**src/hdl/ssr_pkg.sv**
```systemverilog
// Purpose: constants for the synchronous slave serial receiver
// Assumes: 20 MHz system clock, shift clock from an external master
// Notes: register map is a plain strobe port, one byte per register
//
// What this block does
// - single receive enable is ignored; reception works as in master mode
// - reception started before sleep or idle keeps working there
// - a complete word moves from shift register to data register
// - enabled completion interrupt wakes the chip; global and peripheral enables together vector
// - nine bit select gives 9-bit words, ninth bit in status register
// - words are accepted only while continuous receive enable is set
// - completion sets the flag; interrupt request only when enabled
// - errors show in status and clear when continuous receive clears
// - low eight bits of each word are read from the data register
package ssr_pkg;
  localparam logic [2:0] SSR_ADDR_STATUS = 3'h0;
  localparam logic [2:0] SSR_ADDR_TXCTL = 3'h1;
  localparam logic [2:0] SSR_ADDR_DATA = 3'h2;
  localparam logic [2:0] SSR_ADDR_INTCTL = 3'h3;
  localparam logic [2:0] SSR_ADDR_IRQ_STAT = 3'h4;
  localparam logic [2:0] SSR_ADDR_IRQ_CLR = 3'h5;
  localparam logic [2:0] SSR_ADDR_IRQ_EN = 3'h6;
  // status register fields
  localparam int SSR_B_PORT_EN = 7;
  localparam int SSR_B_NINE = 6;
  localparam int SSR_B_SINGLE = 5;
  localparam int SSR_B_CONT = 4;
  localparam int SSR_B_OVR = 1;
  localparam int SSR_B_D9 = 0;
  // clock control fields
  localparam int SSR_B_CLK_SRC = 7;
  localparam int SSR_B_SYNC = 4;
  // interrupt control fields
  localparam int SSR_B_GLOBAL_IE = 7;
  localparam int SSR_B_PERIPH_IE = 6;
  // event bits
  localparam int SSR_EV_DONE = 0;
  localparam int SSR_EV_OVR = 1;
  localparam int SSR_NUM_EV = 2;
  localparam logic [7:0] SSR_RESET_BYTE = 8'h00;
  // last bit index of a word, counted from zero
  localparam logic [3:0] SSR_LAST8 = 4'h7;
  localparam logic [3:0] SSR_LAST9 = 4'h8;
endpackage : ssr_pkg

```
**src/hdl/ssr_rx.sv**
```systemverilog
// Purpose: synchronous slave receive path with strobe register port
// Assumes: shift clock well below the 20 MHz system clock
// Notes: data sampled on the shift clock's falling edge
`timescale 1ns/1ns
module ssr_rx (
  // clock and reset
  input wire logic sys_clk_in,
  input wire logic reset_in,
  // register port
  input wire logic [2:0] addr_in,
  input wire logic [7:0] wdata_in,
  input wire logic wr_in,
  input wire logic rd_in,
  output logic [7:0] rdata_out,
  // link pins
  input wire logic shift_clk_in,
  input wire logic rx_data_in,
  // low power
  input wire logic sleep_in,
  // interrupts
  output logic irq_out,
  output logic wake_out,
  output logic vector_out
);
  import ssr_pkg::*;

  logic sck_s, sck_q, dat_s;
  logic [7:0] status_r, txctl_r, intctl_r, data_r;
  logic [8:0] shift_r;
  logic [3:0] bit_cnt;
  logic d9_r, full_r;
  logic [SSR_NUM_EV-1:0] ev_stat, ev_en;

  ssr_sync u_sck (.clk_in(sys_clk_in), .reset_in(reset_in),
    .d_in(shift_clk_in), .q_out(sck_s));
  ssr_sync u_dat (.clk_in(sys_clk_in), .reset_in(reset_in),
    .d_in(rx_data_in), .q_out(dat_s));

  // slave only when sync set, port on, clock source cleared
  wire slave_mode = txctl_r[SSR_B_SYNC] & status_r[SSR_B_PORT_EN] &
    ~txctl_r[SSR_B_CLK_SRC];
  // single receive enable deliberately plays no part here
  wire rx_on = slave_mode & status_r[SSR_B_CONT];
  wire nine = status_r[SSR_B_NINE];
  // both stages reset low, so an idle-high clock gives no false fall
  wire fall = sck_q & ~sck_s;
  wire take = rx_on & fall;
  wire [3:0] last_idx = nine ? SSR_LAST9 : SSR_LAST8;
  wire word_done = take & (bit_cnt == last_idx);
  wire [8:0] next_shift = {dat_s, shift_r[8:1]};
  wire [7:0] word_byte = nine ? next_shift[7:0] : next_shift[8:1];
  wire overrun = word_done & full_r & ~(rd_in & addr_in == SSR_ADDR_DATA);
  wire rd_data = rd_in & (addr_in == SSR_ADDR_DATA);
  wire wr_stat = wr_in & (addr_in == SSR_ADDR_STATUS);
  wire cont_clr = wr_stat & ~wdata_in[SSR_B_CONT];
  wire [SSR_NUM_EV-1:0] ev_set = {overrun, word_done};
  wire [SSR_NUM_EV-1:0] ev_clr = (wr_in && addr_in == SSR_ADDR_IRQ_CLR)
    ? wdata_in[SSR_NUM_EV-1:0] : '0;
  wire irq_pend = |(ev_stat & ev_en);
  wire [7:0] status_view = {status_r[7:2], status_r[SSR_B_OVR], d9_r};
  logic [7:0] rd_mux;
  always_comb begin
    unique case (addr_in)
      SSR_ADDR_STATUS: rd_mux = status_view;
      SSR_ADDR_TXCTL: rd_mux = txctl_r;
      SSR_ADDR_DATA: rd_mux = data_r;
      SSR_ADDR_INTCTL: rd_mux = intctl_r;
      SSR_ADDR_IRQ_STAT: rd_mux = {6'h00, ev_stat};
      SSR_ADDR_IRQ_EN: rd_mux = {6'h00, ev_en};
      default: rd_mux = SSR_RESET_BYTE;
    endcase
  end

  always_ff @(posedge sys_clk_in) begin
    if (reset_in) begin
      sck_q <= 1'b0;
      bit_cnt <= 4'h0;
      shift_r <= 9'h000;
    end else begin
      sck_q <= sck_s;
      // sleep_in is not looked at: shift clock is external
      if (!rx_on) begin
        bit_cnt <= 4'h0;
      end else if (take) begin
        shift_r <= next_shift;
        bit_cnt <= word_done ? 4'h0 : bit_cnt + 4'h1;
      end
    end
  end

  always_ff @(posedge sys_clk_in) begin
    if (reset_in) begin
      data_r <= SSR_RESET_BYTE;
      d9_r <= 1'b0;
      full_r <= 1'b0;
    end else begin
      if (word_done) begin
        data_r <= word_byte;
        d9_r <= nine & next_shift[8];
        full_r <= 1'b1;
      end else if (rd_data) begin
        full_r <= 1'b0;
      end
    end
  end

  always_ff @(posedge sys_clk_in) begin
    if (reset_in) begin
      status_r <= SSR_RESET_BYTE;
      txctl_r <= SSR_RESET_BYTE;
      intctl_r <= SSR_RESET_BYTE;
      ev_en <= '0;
    end else begin
      if (wr_stat) begin
        status_r[7:2] <= wdata_in[7:2];
      end
      if (wr_in && addr_in == SSR_ADDR_TXCTL) begin
        txctl_r <= wdata_in;
      end
      if (wr_in && addr_in == SSR_ADDR_INTCTL) begin
        intctl_r <= wdata_in;
      end
      if (wr_in && addr_in == SSR_ADDR_IRQ_EN) begin
        ev_en <= wdata_in[SSR_NUM_EV-1:0];
      end
      // error sticks until continuous receive is cleared; set wins
      if (overrun) begin
        status_r[SSR_B_OVR] <= 1'b1;
      end else if (cont_clr) begin
        status_r[SSR_B_OVR] <= 1'b0;
      end
    end
  end

  always_ff @(posedge sys_clk_in) begin
    if (reset_in) begin
      ev_stat <= '0;
      rdata_out <= SSR_RESET_BYTE;
      irq_out <= 1'b0;
      wake_out <= 1'b0;
      vector_out <= 1'b0;
    end else begin
      // set beats clear in the same cycle
      ev_stat <= (ev_stat & ~ev_clr) | ev_set;
      rdata_out <= rd_in ? rd_mux : SSR_RESET_BYTE;
      irq_out <= irq_pend;
      wake_out <= irq_pend & sleep_in;
      vector_out <= irq_pend & intctl_r[SSR_B_GLOBAL_IE] &
        intctl_r[SSR_B_PERIPH_IE];
    end
  end

  // assertions
  property p_done_moves;
    @(posedge sys_clk_in) disable iff (reset_in)
      word_done |=> data_r == $past(word_byte);
  endproperty
  a_done_moves: assert property (p_done_moves)
    else $error("word not moved");

  property p_flag;
    @(posedge sys_clk_in) disable iff (reset_in)
      word_done |=> ev_stat[SSR_EV_DONE];
  endproperty
  a_flag: assert property (p_flag)
    else $error("flag not set");

  property p_irq;
    @(posedge sys_clk_in) disable iff (reset_in)
      irq_out |-> $past(irq_pend);
  endproperty
  a_irq: assert property (p_irq)
    else $error("irq without enable");

  property p_gate;
    @(posedge sys_clk_in) disable iff (reset_in)
      !rx_on |=> bit_cnt == 4'h0;
  endproperty
  a_gate: assert property (p_gate)
    else $error("counting while off");

  property p_err_clr;
    @(posedge sys_clk_in) disable iff (reset_in)
      cont_clr && !overrun |=> !status_r[SSR_B_OVR];
  endproperty
  a_err_clr: assert property (p_err_clr)
    else $error("error not cleared");

  property p_d9;
    @(posedge sys_clk_in) disable iff (reset_in)
      word_done && !nine |=> !d9_r;
  endproperty
  a_d9: assert property (p_d9)
    else $error("ninth bit in 8-bit mode");

  property p_wake;
    @(posedge sys_clk_in) disable iff (reset_in)
      irq_pend && sleep_in |=> wake_out;
  endproperty
  a_wake: assert property (p_wake)
    else $error("no wake");

  property p_cnt;
    @(posedge sys_clk_in) disable iff (reset_in)
      bit_cnt <= SSR_LAST9;
  endproperty
  a_cnt: assert property (p_cnt)
    else $error("bit count out of range");

  property p_rd_idle;
    @(posedge sys_clk_in) disable iff (reset_in)
      !rd_in |=> rdata_out == SSR_RESET_BYTE;
  endproperty
  a_rd_idle: assert property (p_rd_idle)
    else $error("read data without strobe");

  property p_rd_data;
    @(posedge sys_clk_in) disable iff (reset_in)
      rd_data |=> rdata_out == $past(data_r);
  endproperty
  a_rd_data: assert property (p_rd_data)
    else $error("data register read wrong");

  property p_ovr_set;
    @(posedge sys_clk_in) disable iff (reset_in)
      overrun |=> status_r[SSR_B_OVR];
  endproperty
  a_ovr_set: assert property (p_ovr_set)
    else $error("overrun not reported");

  property p_ovr_ev;
    @(posedge sys_clk_in) disable iff (reset_in)
      overrun |=> ev_stat[SSR_EV_OVR];
  endproperty
  a_ovr_ev: assert property (p_ovr_ev)
    else $error("overrun event not set");

  property p_d9_pair;
    @(posedge sys_clk_in) disable iff (reset_in)
      word_done && nine |=> d9_r == $past(dat_s);
  endproperty
  a_d9_pair: assert property (p_d9_pair)
    else $error("ninth bit not paired");

  property p_data_hold;
    @(posedge sys_clk_in) disable iff (reset_in)
      !word_done |=> $stable(data_r);
  endproperty
  a_data_hold: assert property (p_data_hold)
    else $error("data changed without a word");

  property p_vec;
    @(posedge sys_clk_in) disable iff (reset_in)
      irq_pend && intctl_r[SSR_B_GLOBAL_IE] && intctl_r[SSR_B_PERIPH_IE]
        |=> vector_out;
  endproperty
  a_vec: assert property (p_vec)
    else $error("no vector request");

  property p_irq_on;
    @(posedge sys_clk_in) disable iff (reset_in)
      irq_pend |=> irq_out;
  endproperty
  a_irq_on: assert property (p_irq_on)
    else $error("enabled event without irq");

  property p_wake_awake;
    @(posedge sys_clk_in) disable iff (reset_in)
      !sleep_in |=> !wake_out;
  endproperty
  a_wake_awake: assert property (p_wake_awake)
    else $error("wake while awake");

  property p_cnt_step;
    @(posedge sys_clk_in) disable iff (reset_in)
      take && !word_done |=> bit_cnt == $past(bit_cnt) + 4'h1;
  endproperty
  a_cnt_step: assert property (p_cnt_step)
    else $error("bit count did not step");

  property p_done_rst;
    @(posedge sys_clk_in) disable iff (reset_in)
      word_done |=> bit_cnt == 4'h0;
  endproperty
  a_done_rst: assert property (p_done_rst)
    else $error("bit count not restarted");

  property p_flag_hold;
    @(posedge sys_clk_in) disable iff (reset_in)
      ev_stat[SSR_EV_DONE] && !ev_clr[SSR_EV_DONE] |=> ev_stat[SSR_EV_DONE];
  endproperty
  a_flag_hold: assert property (p_flag_hold)
    else $error("flag lost without clear");

  c_word: cover property (@(posedge sys_clk_in) word_done);
  c_nine: cover property (@(posedge sys_clk_in) word_done && nine);
  c_ovr: cover property (@(posedge sys_clk_in) overrun);
  c_wake: cover property (@(posedge sys_clk_in) wake_out);
endmodule : ssr_rx

```
**src/hdl/ssr_sync.sv**
```systemverilog
// Purpose: two flop synchroniser for a pin level
// Assumes: input from outside the clock domain
// Notes: first stage read by second stage only
`timescale 1ns/1ns
module ssr_sync (
  // clock and reset
  input wire logic clk_in,
  input wire logic reset_in,
  // level
  input wire logic d_in,
  output logic q_out
);
  logic meta;
  always_ff @(posedge clk_in) begin
    if (reset_in) begin
      meta <= 1'b0;
      q_out <= 1'b0;
    end else begin
      meta <= d_in;
      q_out <= meta;
    end
  end
endmodule : ssr_sync

```
**config.mk**
```make
export PLATFORM = sky130hd
export DESIGN_NAME = ssr_rx
export DESIGN_NICKNAME = d
export VERILOG_FILES = /design/src/hdl/ssr_pkg.sv /design/src/hdl/ssr_rx.sv /design/src/hdl/ssr_sync.sv
export SDC_FILE = /design/constraint.sdc
export NUM_CORES = 1
export LEC_CHECK = 0
export BUFFER_PORTS_ARGS = -buffer_cell sky130_fd_sc_hd__buf_2
export CAP_MARGIN = 20
export CORE_UTILIZATION = 45
export CTS_CLUSTER_SIZE = 30
export DETAILED_ROUTE_END_ITERATION = 16
export GPL_TIMING_DRIVEN = 0
export PLACE_DENSITY = 0.67
export SLEW_MARGIN = 20
export SYNTH_ARGS = -nofsm -noshare
export SYNTH_HDL_FRONTEND = slang
export SYNTH_SLANG_ARGS = --single-unit
```
**constraint.sdc**
```tcl
create_clock -name sys_clk_in -period 2.4 [get_ports sys_clk_in]
set_clock_uncertainty 0.2 [all_clocks]
set_input_delay 0.12 -clock sys_clk_in [delete_from_list [all_inputs] [get_ports sys_clk_in]]
set_output_delay 0.12 -clock sys_clk_in [all_outputs]
set_load 0.02 [all_outputs]
```
## Yosys cells after proc, flatten, opt, wreduce, memory -nomap -nowiden

Index checks and enable logic that the tools add are counted.

| cells by class | value |
|---|---|
| equal/unequal tests | 7 |
| multiplexer cells | 9 |
| $add $sub $neg | 1 |
| reductions and logical operators | 11 |
| bitwise operators | 25 |

Operator list:

| cell | count |
|---|---|
| case mux 8 bit (6 select lines) | 1 |
| bitwise AND 1 bit | 15 |
| == test 3 bit, second input constant | 3 |
| 2-to-1 mux 4 bit | 2 |
| 2-to-1 mux 8 bit | 1 |
| == test 3 x 2 -> 1 bit, second input constant | 2 |
| NOT 1 bit | 6 |
| OR reduction 2 bit | 3 |
| adder 4 x 1 -> 4 bit, second input constant | 1 |
| bitwise AND 2 bit | 2 |
| == test 4 bit | 1 |
| logical AND 1 bit | 4 |
| 2-to-1 mux 1 bit | 4 |
| nonzero test 2 bit | 2 |
| == test 3 x 1 -> 1 bit, second input constant | 1 |
| logical NOT 3 bit | 1 |
| 2-to-1 mux 2 bit | 1 |
| NOT 2 bit | 1 |
| bitwise OR 2 bit | 1 |
| AND reduction 2 bit | 1 |

| word-level totals | value |
|---|---|
| input bits | 18 |
| bits in registers | 66 |
| logic and storage cells | 73 |
| output and inout bits | 11 |

## Logic depth before layout (Yosys ltp)

Gate-level depths: netlist of run 1.

| depth | value |
|---|---|
| depth in word-level cells | 8 |
| depth in mapped cells | 6 |
| mapped depth without buffers | 4 |

## Cells and area by module

A second synthesis of run 1 with hierarchy kept.

| unflattened totals | value |
|---|---|
| cells, all modules | 298 |
| area total of the unflattened synthesis | 2627.5 µm² |

By module, submodules not included:

| module | area each (µm²) | instances | cells an instance | seq. area each (µm²) |
|---|---|---|---|---|
| ssr_rx | 2522.4 | 1 | 290 | 1221.2 |
| ssr_sync | 52.6 | 2 | 4 | 40.0 |

## Least setup slack after synthesis of run 1

Ideal clock, no wire load.

| timing path | value |
|---|---|
| kind | register to register |
| from | reg txctl_r[7] |
| to | reg status_r[1] |
| data arrival time | 1496 ps |
| setup slack | 634 ps |
| stages on the path, launching flop included | 6 |
| setup time | 70 ps |
| cell sequence | dfxtp_1 -> nand4b_1 -> or3b_1 -> clkbuf_2 -> or3_1 -> a21oi_1 |

| on the way | value |
|---|---|
| longest elaborated chain between the ends | 8 |
| elaborated cells on any way between the ends | 9 |
| classes of those cells | 1 x mux; 7 x bitwise; 1 x reduce/logical |

Ends and longest elaborated chain:

| item | RTL line | text |
|---|---|---|
| from (decl) | ssr_rx.sv:28 | `logic [7:0] status_r, txctl_r, intctl_r, data_r;` |
| from (signal assigned) | ssr_rx.sv:118 | `txctl_r <= wdata_in;` |
| NOT 1 bit * | ssr_rx.sv:41 | `~txctl_r[SSR_B_CLK_SRC];` |
| bitwise AND 1 bit * | ssr_rx.sv:40 | `wire slave_mode = txctl_r[SSR_B_SYNC] & status_r[SSR_B_PORT_EN] &` |
| bitwise AND 1 bit * | ssr_rx.sv:43 | `wire rx_on = slave_mode & status_r[SSR_B_CONT];` |
| bitwise AND 1 bit * | ssr_rx.sv:47 | `wire take = rx_on & fall;` |
| bitwise AND 1 bit * | ssr_rx.sv:49 | `wire word_done = take & (bit_cnt == last_idx);` |
| bitwise AND 1 bit * (2 in a row) | ssr_rx.sv:52 | `wire overrun = word_done & full_r & ~(rd_in & addr_in == SSR_ADDR_DATA);` |
| 2-to-1 mux 1 bit or nonzero test 2 bit (tied branches) | n/a |  |
| to (signal assigned) | ssr_rx.sv:109 | `status_r <= SSR_RESET_BYTE;` |
| to (signal, indexed assignment) | ssr_rx.sv:128 | `status_r[SSR_B_OVR] <= 1'b1;` |
| to (signal, indexed assignment) | ssr_rx.sv:130 | `status_r[SSR_B_OVR] <= 1'b0;` |
| to (decl) | ssr_rx.sv:28 |  |

Mark *: on every way between the ends. The rest lies on a longest branch, timed or not.
A chain may end at the register's enable or synchronous reset.

## Worst setup path in the final report of run 1

| timing path | value |
|---|---|
| from | reg txctl_r[7] |
| to | reg data_r[0] |

| on the way | value |
|---|---|
| longest elaborated chain between the ends | 5 |

Ends and longest elaborated chain:

| item | RTL line | text |
|---|---|---|
| NOT 1 bit | ssr_rx.sv:41 |  |
| bitwise AND 1 bit | ssr_rx.sv:40 |  |
| bitwise AND 1 bit | ssr_rx.sv:43 |  |
| bitwise AND 1 bit | ssr_rx.sv:47 |  |
| bitwise AND 1 bit | ssr_rx.sv:49 |  |
| to (signal assigned) | ssr_rx.sv:98 | `data_r <= word_byte;` |
| to (decl) | ssr_rx.sv:28 |  |

Every way passes these cells.

==> flow_metrics.env, run 1 <==
export IMPL_drt_initial_drc_count=156
export IMPL_post_cts_repair_setup_buffers=0
export IMPL_category_of_the_most_critical_setup_path="register to register"
export IMPL_setup_viol=0
export IMPL_ant_nets=0
export IMPL_grt_setup_unrepaired="false"
export IMPL_min_path_cells=4
export IMPL_hold_path_endpoint="full_r"
export IMPL_syn_mean_instance_area_sq_um=8.77
export IMPL_dr_total_vias=2306
export IMPL_shortest_period_the_worst_path_allows_ns=2.06
export IMPL_critical_path_max_stage_delay_ns=0.45
export IMPL_critical_path_launch_point_type="register"
export IMPL_fraction_of_synthesized_cell_area_taken_by_the_top_area_cell_type_pct=49.1
export IMPL_rr_startpoint="txctl_r[7]"
export IMPL_yosys_cell_types_count=34
export IMPL_drt_pass1_iterations=5
export IMPL_grt_antenna_before_repair=0
export IMPL_irDropWorstVdd_mv=0.332
export IMPL_syn_cell_area_sq_um=2650
export IMPL_post_route_setup_tns_ns=0
export IMPL_synth_top_family_by_area="simple AND/OR/NAND/NOR gates"
export IMPL_wl_per_cell_um=14.5
export IMPL_initial_core_utilization_pct=47.5
export IMPL_synth_edf_count=0
export IMPL_yosys_area_share_xor_xnor_pct=0
export IMPL_synth_most_common_cell="nand2_1"
export IMPL_yosysWarnings=0
export IMPL_hold_viol_final=0
export IMPL_remaining_drc_errors=0
export IMPL_yosysTopAreaCell="dfxtp_1"
export IMPL_worst_slew_pin_slew_ns=0.900
export IMPL_ys_top_cells_by_count="nand2_1 (72), dfxtp_1 (65), a21oi_1 (47)"
export IMPL_io_port_bufs=26
export IMPL_cts_tree="done"
export IMPL_netlist_instances=302
export IMPL_maxCapViolations=0
export IMPL_critical_path_reg2reg_endpoint="data_r[0]"
export IMPL_placement_rows=27
export IMPL_die_area_sq_um=6200
export IMPL_clkSlewWorstSetupHoldPaths_ns=0.07
export IMPL_crit_fanout=8
export IMPL_worstSkewPairLatency_ns=0.34
export IMPL_crit_path_end_kind="register"
export IMPL_worstPathRequired_ns=2.39
export IMPL_grt_first_pass_wirelength_um=9920
export IMPL_groute_usage_overall_pct=21.6
export IMPL_share_of_synthesized_registers_carrying_an_async_set_or_reset_pct=0
export IMPL_powerDensity_nw_per_um2=746
export IMPL_coreArea_sq_um=5570
export IMPL_post_synth_main_area_contributors="dfxtp_1 (49%), nand2_1 (10%), a21oi_1 (8.9%), mux2i_1 (8.3%), a211oi_1 (3.4%)"
export IMPL_io_pin_count=29
export IMPL_static_leakage_power_nw=1.14
export IMPL_layout_worst_path_cycle_share_pct=86.0
export IMPL_drive_above_1_share_pct=13.8
export IMPL_post_synth_and_or_nand_nor_area_fraction_pct=22.2
export IMPL_drt_total_wl_um=6180
export IMPL_crit_chain="nand4b_1 > or3b_1 > clkbuf_2 > nor2_1 > a211oi_1"
export IMPL_die_h_um=78.7
export IMPL_cts_made_buffers=9
export IMPL_clock_sinks=65
export IMPL_dp_hpwl_um=4180
export IMPL_relative_slew_margins_pct=39.5
export IMPL_worstSetupStartpoint="txctl_r[7]"
export IMPL_final_nets=369
export IMPL_ys_seq_elements=65
export IMPL_finalNonFillerCells=427
export IMPL_muxShareOfSynthArea_pct=10.0
export IMPL_outcome="complete, no violations"
export IMPL_die_x_um=78.7
export IMPL_post_synthesis_compound_gate_area_fraction_pct=15.4
export IMPL_reg2regPathDepth=5
export IMPL_h_tree_depth=3
export IMPL_synthToLayoutAreaGrowth_pct=22.4
export IMPL_setup_reg_to_reg_worst_slack_ns=0.34
export IMPL_via_count_of_the_first_global_routing_pass=2051
export IMPL_ctsRootBufferMaster="clkbuf_8"
export IMPL_hold_path_class="input port to register"
export IMPL_largest_buffer_count_on_any_clock_path=2
export IMPL_post_synth_fa_ha_maj_area_fraction_pct=0.472
export IMPL_diodes=0
export IMPL_detailed_route_vias_per_instance=5.40
export IMPL_critical_path_arrival_ns=2.06
export IMPL_min_delay_start="rd_in"
export IMPL_synth_ff_type="dfxtp_1"
export IMPL_grt_overflow=0
export IMPL_fmax_mhz=484
export IMPL_gpl_final_weighted_congestion=0.882
export IMPL_final_max_slew_violation_count=0
export IMPL_dpl_cell_count=400
export IMPL_synth_net_count=321
export IMPL_grt_max_degree=12
export IMPL_cpMaxStageDelayCell="nor2_1"
export IMPL_ys_seq_area_share_pct=49.1
final cells by class:
class,instances,area [sq um]
fill,514,2330
buffer,19,73.8
tap,72,90.1
multi-input combinational,218,1270
clock inverter,4,97.6
timing repair buffer,37,240
clock buffer,12,165
sequential,65,1300
report_power, final:
part	leakage, nW	internal [W]	switching [W]
clock	0.129	0.000775	0.000424
combinational	0.490	0.0000507	0.0000705
sequential	0.525	0.00109	0.00000718
cell families (layout without fill, tap and decap cells):
family,count (synthesis),after routing
compound gates,70,70
simple gates,123,123
flops,65,65
buf+inv,19,72
mux,24,24
fa+ha+maj,1,1
critical path: cells and delay by family (launching register included):
family / cells / cell delay, ns
compound gates: 1 / 0.15
buf+inv: 1 / 0.16
flops: 1 / 0.32
simple gates: 3 / 1.08
flip-flops by register name, indices dropped and copies added (netlist names):
register	cells
u_dat.q_out	1
data_r	8
shift_r	8
vector_out	1
txctl_r	8
d9_r	1
intctl_r	8
sck_q	1
u_sck.q_out	1
rdata_out	8
ev_stat	2
wake_out	1
u_dat.meta	1
status_r	7
bit_cnt	4
ev_en	2
irq_out	1
full_r	1
u_sck.meta	1
metal layers:
metal | up-vias | GRT usage [%] | wire (um)
li1 | 1151 | - | -
met1 | 1080 | 28.7 | 3040
met2 | 58 | 32.3 | 2720
met3 | 17 | 3.79 | 239
met4 | 0 | 13.5 | 189
met5 | - | 0 | 0
cells in the final DEF, fill, tap and decap left out, types with 2 or more instances in the layout:
cell type and count:
nor2b_1 7, nor3_1 2, nand3b_1 3, nor3b_1 3, mux4_2 2, nand3_1 3
or3_1 4, nand2_1 72, a31oi_1 2, mux2i_1 22, dfxtp_1 65, dlygate4sd3_1 11
clkbuf_1 14, o21ai_0 2, or2_2 2, nor2_1 12, a211oi_1 12, nand2b_1 2
clkbuf_8 12, a21oi_1 47, o22a_1 4, bufinv_16 3, and3_1 2, nand4b_1 4
and2_1 2, buf_2 27, buf_1 3
worst max-delay path by stage:
stage / to / slack, ns / depth (start not counted)
floorplan: status_r[1] / 0.63 / 5
global placement: data_r[5] / 0.33 / 5
detailed placement: data_r[6] / 0.35 / 5
CTS: data_r[7] / 0.33 / 5
global route: data_r[0] / 0.18 / 5
finish: data_r[0] / 0.34 / 5
per-stage QoR:
stage	power (W)	setup slack (ns)	instance area (sq um)	util [%]	hold slack (ns)
after detailed placement	0.00123	0.346	2870	51.5	0.132
after CTS	0.00244	0.334	3240	58.2	0.000366
after global placement	0.00123	0.332	2870	51.5	0.124
final	0.00242	0.336	3240	58.2	0.00925
after floorplan	0.00119	0.634	2650	-	0.0417
after global routing	0.00251	0.180	3240	58.2	0.0205
repair_timing:
item,4_1_cts,5_1_grt
gates resized for setup,0,0
endpoints found under the hold margin,30,0
hold buffers,11,0
Note: power is estimated with default switching activity, not from simulation.
==> inputs of run 2 (changes only) <==
Settings changed: CAP_MARGIN 20 to not set, GPL_TIMING_DRIVEN 0 to not set.
Clock period 2.4 ns to 2.5 ns, I/O delays scaled along.
==> run 2 against run 1 <==
Against the previous run:
- final area fell by 3.7%
- fmax fell by 6.0%
- first-iteration DRC count fell by 30%
- sequential power fell by 5%
- worst setup slack got worse by 0.032 ns
- critical path depth fell by 1
- hold slack improved by 0.022 ns
- largest power group is now registers
==> flow_metrics.env, run 2 (same netlist as run 1, synthesis figures left out) <==
export IMPL_outcome="complete, no violations"
export IMPL_setup_reg_to_reg_worst_slack_ns=0.30
export IMPL_dp_hpwl_um=4110
export IMPL_reg2regPathDepth=4
export IMPL_drive_above_1_share_pct=15.4
export IMPL_hold_path_class="input port to register"
export IMPL_layout_worst_path_cycle_share_pct=87.8
export IMPL_min_delay_start="addr_in[2]"
export IMPL_largest_buffer_count_on_any_clock_path=2
export IMPL_crit_chain="nand4b_1 > or3b_1 > nor2_1 > a211oi_1"
export IMPL_groute_usage_overall_pct=21.0
export IMPL_setup_viol=0
export IMPL_critical_path_reg2reg_endpoint="data_r[2]"
export IMPL_worstPathRequired_ns=2.49
export IMPL_crit_fanout=17
export IMPL_diodes=0
export IMPL_rr_startpoint="txctl_r[7]"
export IMPL_met1_usage_pct=28.9
export IMPL_grt_max_degree=36
export IMPL_gpl_final_weighted_congestion=0.832
export IMPL_dr_total_vias=2234
export IMPL_met2_usage_pct=31.5
export IMPL_dpl_cell_count=389
export IMPL_detailed_route_vias_per_instance=5.37
export IMPL_min_path_cells=2
export IMPL_finalNonFillerCells=416
export IMPL_post_route_setup_tns_ns=0
export IMPL_grt_setup_unrepaired="false"
export IMPL_remaining_drc_errors=0
export IMPL_grt_antenna_before_repair=0
export IMPL_powerDensity_nw_per_um2=608
export IMPL_grt_first_pass_wirelength_um=9810
export IMPL_ctsRootBufferMaster="clkbuf_8"
export IMPL_crit_path_end_kind="register"
export IMPL_ant_nets=0
export IMPL_post_cts_repair_setup_buffers=0
export IMPL_die_x_um=78.7
export IMPL_initial_core_utilization_pct=47.5
export IMPL_critical_path_max_stage_delay_ns=0.64
export IMPL_hold_viol_final=0
export IMPL_relative_slew_margins_pct=56.8
export IMPL_final_nets=358
export IMPL_io_pin_count=29
export IMPL_die_area_sq_um=6200
export IMPL_globalRouteMet3Util_pct=3.79
export IMPL_h_tree_depth=3
export IMPL_layout_common_cells="nand2_1 (72), dfxtp_1 (65), a21oi_1 (47)"
export IMPL_irDropWorstVdd_mv=0.396
export IMPL_critical_path_launch_point_type="register"
export IMPL_static_leakage_power_nw=1.11
export IMPL_critical_path_arrival_ns=2.19
export IMPL_maxCapViolations=0
export IMPL_clock_sinks=65
export IMPL_synthToLayoutAreaGrowth_pct=17.8
export IMPL_cpMaxStageDelayCell="or3b_1"
export IMPL_drt_initial_drc_count=109
export IMPL_clkSlewWorstSetupHoldPaths_ns=0.07
export IMPL_shortest_period_the_worst_path_allows_ns=2.20
export IMPL_coreArea_sq_um=5570
export IMPL_drt_pass1_iterations=4
export IMPL_wl_per_cell_um=14.3
export IMPL_grt_overflow=0
export IMPL_placement_rows=27
export IMPL_mostFrequentLayoutCell="nand2_1"
export IMPL_drt_total_wl_um=5970
export IMPL_fmax_mhz=455
export IMPL_cts_tree="done"
export IMPL_die_h_um=78.7
export IMPL_hold_path_endpoint="rdata_out[4]"
export IMPL_category_of_the_most_critical_setup_path="register to register"
export IMPL_worstSkewPairLatency_ns=0.33
export IMPL_cts_made_buffers=9
export IMPL_via_count_of_the_first_global_routing_pass=2005
export IMPL_worst_slew_pin_slew_ns=0.647
export IMPL_dp_worst_setup_slack_ns=0.317
export IMPL_final_max_slew_violation_count=0
export IMPL_smallest_setup_slack_after_layout_ns=0.304
export IMPL_io_port_bufs=28
export IMPL_top_usage_layer="met2"
run 2: critical path, delay by kind of cell (launching register included):
family           cells  cell delay, ns
AND/OR/NAND/NOR      3            1.39
flip-flops           1            0.32
AO/OA/AOI/OAI        1            0.15
run 2: per-layer routing:
layer	part of all wire, %	wire length (um)	vias up
met5	0	0	-
met4	1.9	114	0
met3	3.6	214	12
met2	45	2710	40
met1	49	2920	1052
li1	-	-	1130
run 2: final cells by class:
type	count	area (sq um)
Fill cell	541	2450
Sequential cell	65	1300
Multi-Input combinational cell	218	1280
Timing Repair Buffer	45	295
Clock buffer	12	135
Tap cell	72	90.1
Clock inverter	4	20.0
run 2: per-stage QoR:
| stage | instance area (sq um) | util [%] | power, W | hold slack (ns) |
|---|---|---|---|---|
| after floorplan | 2650 | - | 0.00114 | 0.0467 |
| after global placement | 2860 | 51.2 | 0.00117 | 0.129 |
| after detailed placement | 2860 | 51.2 | 0.00118 | 0.134 |
| after CTS | 3120 | 56.0 | 0.00191 | 0.00862 |
| after global routing | 3120 | 56.0 | 0.00197 | 0.0502 |
| final | 3120 | 56.0 | 0.00190 | 0.0308 |
run 2: worst max-delay path by stage:
stage	from	endpoint	slack [ns]	cells after the start
2_1_floorplan	txctl_r[7]	status_r[1]	0.73	5
3_3_place_gp	txctl_r[7]	data_r[1]	0.35	4
3_5_place_dp	txctl_r[7]	data_r[4]	0.32	4
4_1_cts	txctl_r[7]	data_r[7]	0.31	4
5_1_grt	txctl_r[7]	data_r[0]	0.11	4
6_report	txctl_r[7]	data_r[2]	0.30	4
run 2: what timing repair did:
item,4_1_cts,5_1_grt
setup endpoints to repair,0,0
endpoints found under the hold margin,30,0
resized for setup,0,0
hold buffers,11,0
run 2: report_power, final:
group	switching [W]	internal, W
clock network	0.000379	0.000354
registers	0.00000680	0.00105
logic	0.0000641	0.0000475
total	0.000450	0.00145
==> inputs of run 3 (changes only) <==
Settings changed: SLEW_MARGIN 20 to not set.
Clock period 2.5 ns to 2.4 ns, I/O delays scaled along.
==> run 3 against run 2 <==
Against the previous run:
- die area is the same
- worst setup slack lost 0.12 ns
- register-to-register slack lost 0.12 ns
==> flow_metrics.env, run 3 (same netlist as run 1, synthesis figures left out) <==
export IMPL_grt_overflow=0
export IMPL_critical_path_arrival_ns=2.19
export IMPL_fill_cell_total_of_the_finished_layout=526
export IMPL_hold_viol_final=0
export IMPL_powerDensity_nw_per_um2=634
export IMPL_grt_antenna_before_repair=0
export IMPL_crit_chain="nand4b_1 > or3b_1 > nor2_1 > a211oi_1"
export IMPL_largest_buffer_count_on_any_clock_path=2
export IMPL_drive_above_1_share_pct=14.9
export IMPL_relative_slew_margins_pct=56.3
export IMPL_critical_path_launch_point_type="register"
export IMPL_ant_nets=0
export IMPL_category_of_the_most_critical_setup_path="register to register"
export IMPL_grt_max_degree=26
export IMPL_hold_path_class="input port to register"
export IMPL_shortest_period_the_worst_path_allows_ns=2.21
export IMPL_grt_first_pass_wirelength_um=9950
export IMPL_post_route_setup_tns_ns=0
export IMPL_final_max_slew_violation_count=0
export IMPL_cts_tree="done"
export IMPL_irDropWorstVdd_mv=0.336
export IMPL_synthToLayoutAreaGrowth_pct=18.4
export IMPL_coreArea_sq_um=5570
export IMPL_cpMaxStageDelayCell="or3b_1"
export IMPL_static_leakage_power_nw=1.11
export IMPL_drt_pass1_iterations=4
export IMPL_mostFrequentLayoutCell="nand2_1"
export IMPL_h_tree_depth=3
export IMPL_setup_viol=0
export IMPL_fmax_mhz=452
export IMPL_timing_hold_ws_ns=0.0516
export IMPL_clkSlewWorstSetupHoldPaths_ns=0.07
export IMPL_io_port_bufs=28
export IMPL_wl_per_cell_um=14.5
export IMPL_via_count_of_the_first_global_routing_pass=2042
export IMPL_final_nets=360
export IMPL_die_area_sq_um=6200
export IMPL_initial_core_utilization_pct=47.5
export IMPL_dr_total_vias=2226
export IMPL_critical_path_max_stage_delay_ns=0.64
export IMPL_maxCapViolations=0
export IMPL_drt_initial_drc_count=112
export IMPL_worstPathRequired_ns=2.38
export IMPL_detailed_route_vias_per_instance=5.36
export IMPL_die_x_um=78.7
export IMPL_cts_made_buffers=9
export IMPL_grt_setup_unrepaired="false"
export IMPL_crit_fanout=17
export IMPL_die_h_um=78.7
export IMPL_placement_rows=27
export IMPL_clock_sinks=65
export IMPL_drt_total_wl_um=6040
export IMPL_worst_slew_pin_slew_ns=0.653
export IMPL_outcome="complete, no violations"
export IMPL_layout_common_cells="nand2_1 (72), dfxtp_1 (65), a21oi_1 (47)"
export IMPL_crit_path_end_kind="register"
export IMPL_ctsRootBufferMaster="clkbuf_8"
export IMPL_remaining_drc_errors=0
export IMPL_dp_hpwl_um=4100
export IMPL_io_pin_count=29
export IMPL_diodes=0
export IMPL_layout_worst_path_cycle_share_pct=92.3
export IMPL_groute_usage_overall_pct=21.0
export IMPL_worstSkewPairLatency_ns=0.33
export IMPL_gpl_final_weighted_congestion=0.828
run 3: what timing repair did:
| action | CTS | global route |
|---|---|---|
| hold buffers | 13 | 0 |
| hold endpoints to repair | 32 | 0 |
| endpoints found under the setup margin | 0 | 0 |
| setup buffers | 0 | 0 |
| resized for setup | 0 | 0 |
run 3: power by group:
| group | internal [W] | switching (W) |
|---|---|---|
| logic | 0.0000526 | 0.0000679 |
| clock network | 0.000385 | 0.000382 |
| registers | 0.00109 | 0.00000697 |
| total | 0.00153 | 0.000457 |
run 3: routing by layer:
| layer | vias to the layer above | share of wire [%] | global-route usage, % |
|---|---|---|---|
| met5 | - | 0 | 0 |
| met4 | 0 | 1.2 | 8.89 |
| met3 | 9 | 3.5 | 4.48 |
| met2 | 43 | 45 | 31.2 |
| met1 | 1044 | 51 | 29.3 |
| li1 | 1130 | - | - |
run 3: worst paths after layout:
path                                endpoint       start  cells past startpoint  slack (ns)
worst max register to register     data_r[0]  txctl_r[7]                      4        0.19
worst min register to register   u_dat.q_out  u_dat.meta                      1        0.25
worst max-delay path               data_r[0]  txctl_r[7]                      4        0.19
worst min-delay path            rdata_out[1]  addr_in[1]                      2        0.05
run 3: worst max-delay path: cells and delay by family, from the launching register on:
family           cells  cell delay (ns)
AND/OR/NAND/NOR      3             1.37
flip-flops           1             0.33
AO/OA/AOI/OAI        1             0.16
run 3: layout make-up:
| class | count | area, sq um | area share [%] |
|---|---|---|---|
| multi-input cells | 218 | 1280 | 40.8 |
| well taps | 72 | 90.1 | 2.87 |
| flip-flops and latches | 65 | 1300 | 41.5 |
| clock buffers | 12 | 145 | 4.63 |
| clock inverters | 1 | 5.00 | 0.160 |
| repair buffers | 47 | 315 | 10.1 |
run 3: through the flow:
step | std cells | power (W) | worst slack, ns | utilization, % | area [sq um]
6_report | 415 | 0.00199 | 0.185 | 56.3 | 3140
5_1_grt | 415 | 0.00206 | 0.0280 | 56.3 | 3140
4_1_cts | 415 | 0.00200 | 0.187 | 56.3 | 3140
3_5_place_dp | 389 | 0.00123 | 0.213 | 51.2 | 2860
3_3_place_gp | 389 | 0.00123 | 0.262 | 51.2 | 2860
2_1_floorplan | 302 | 0.00119 | 0.634 | - | 2650
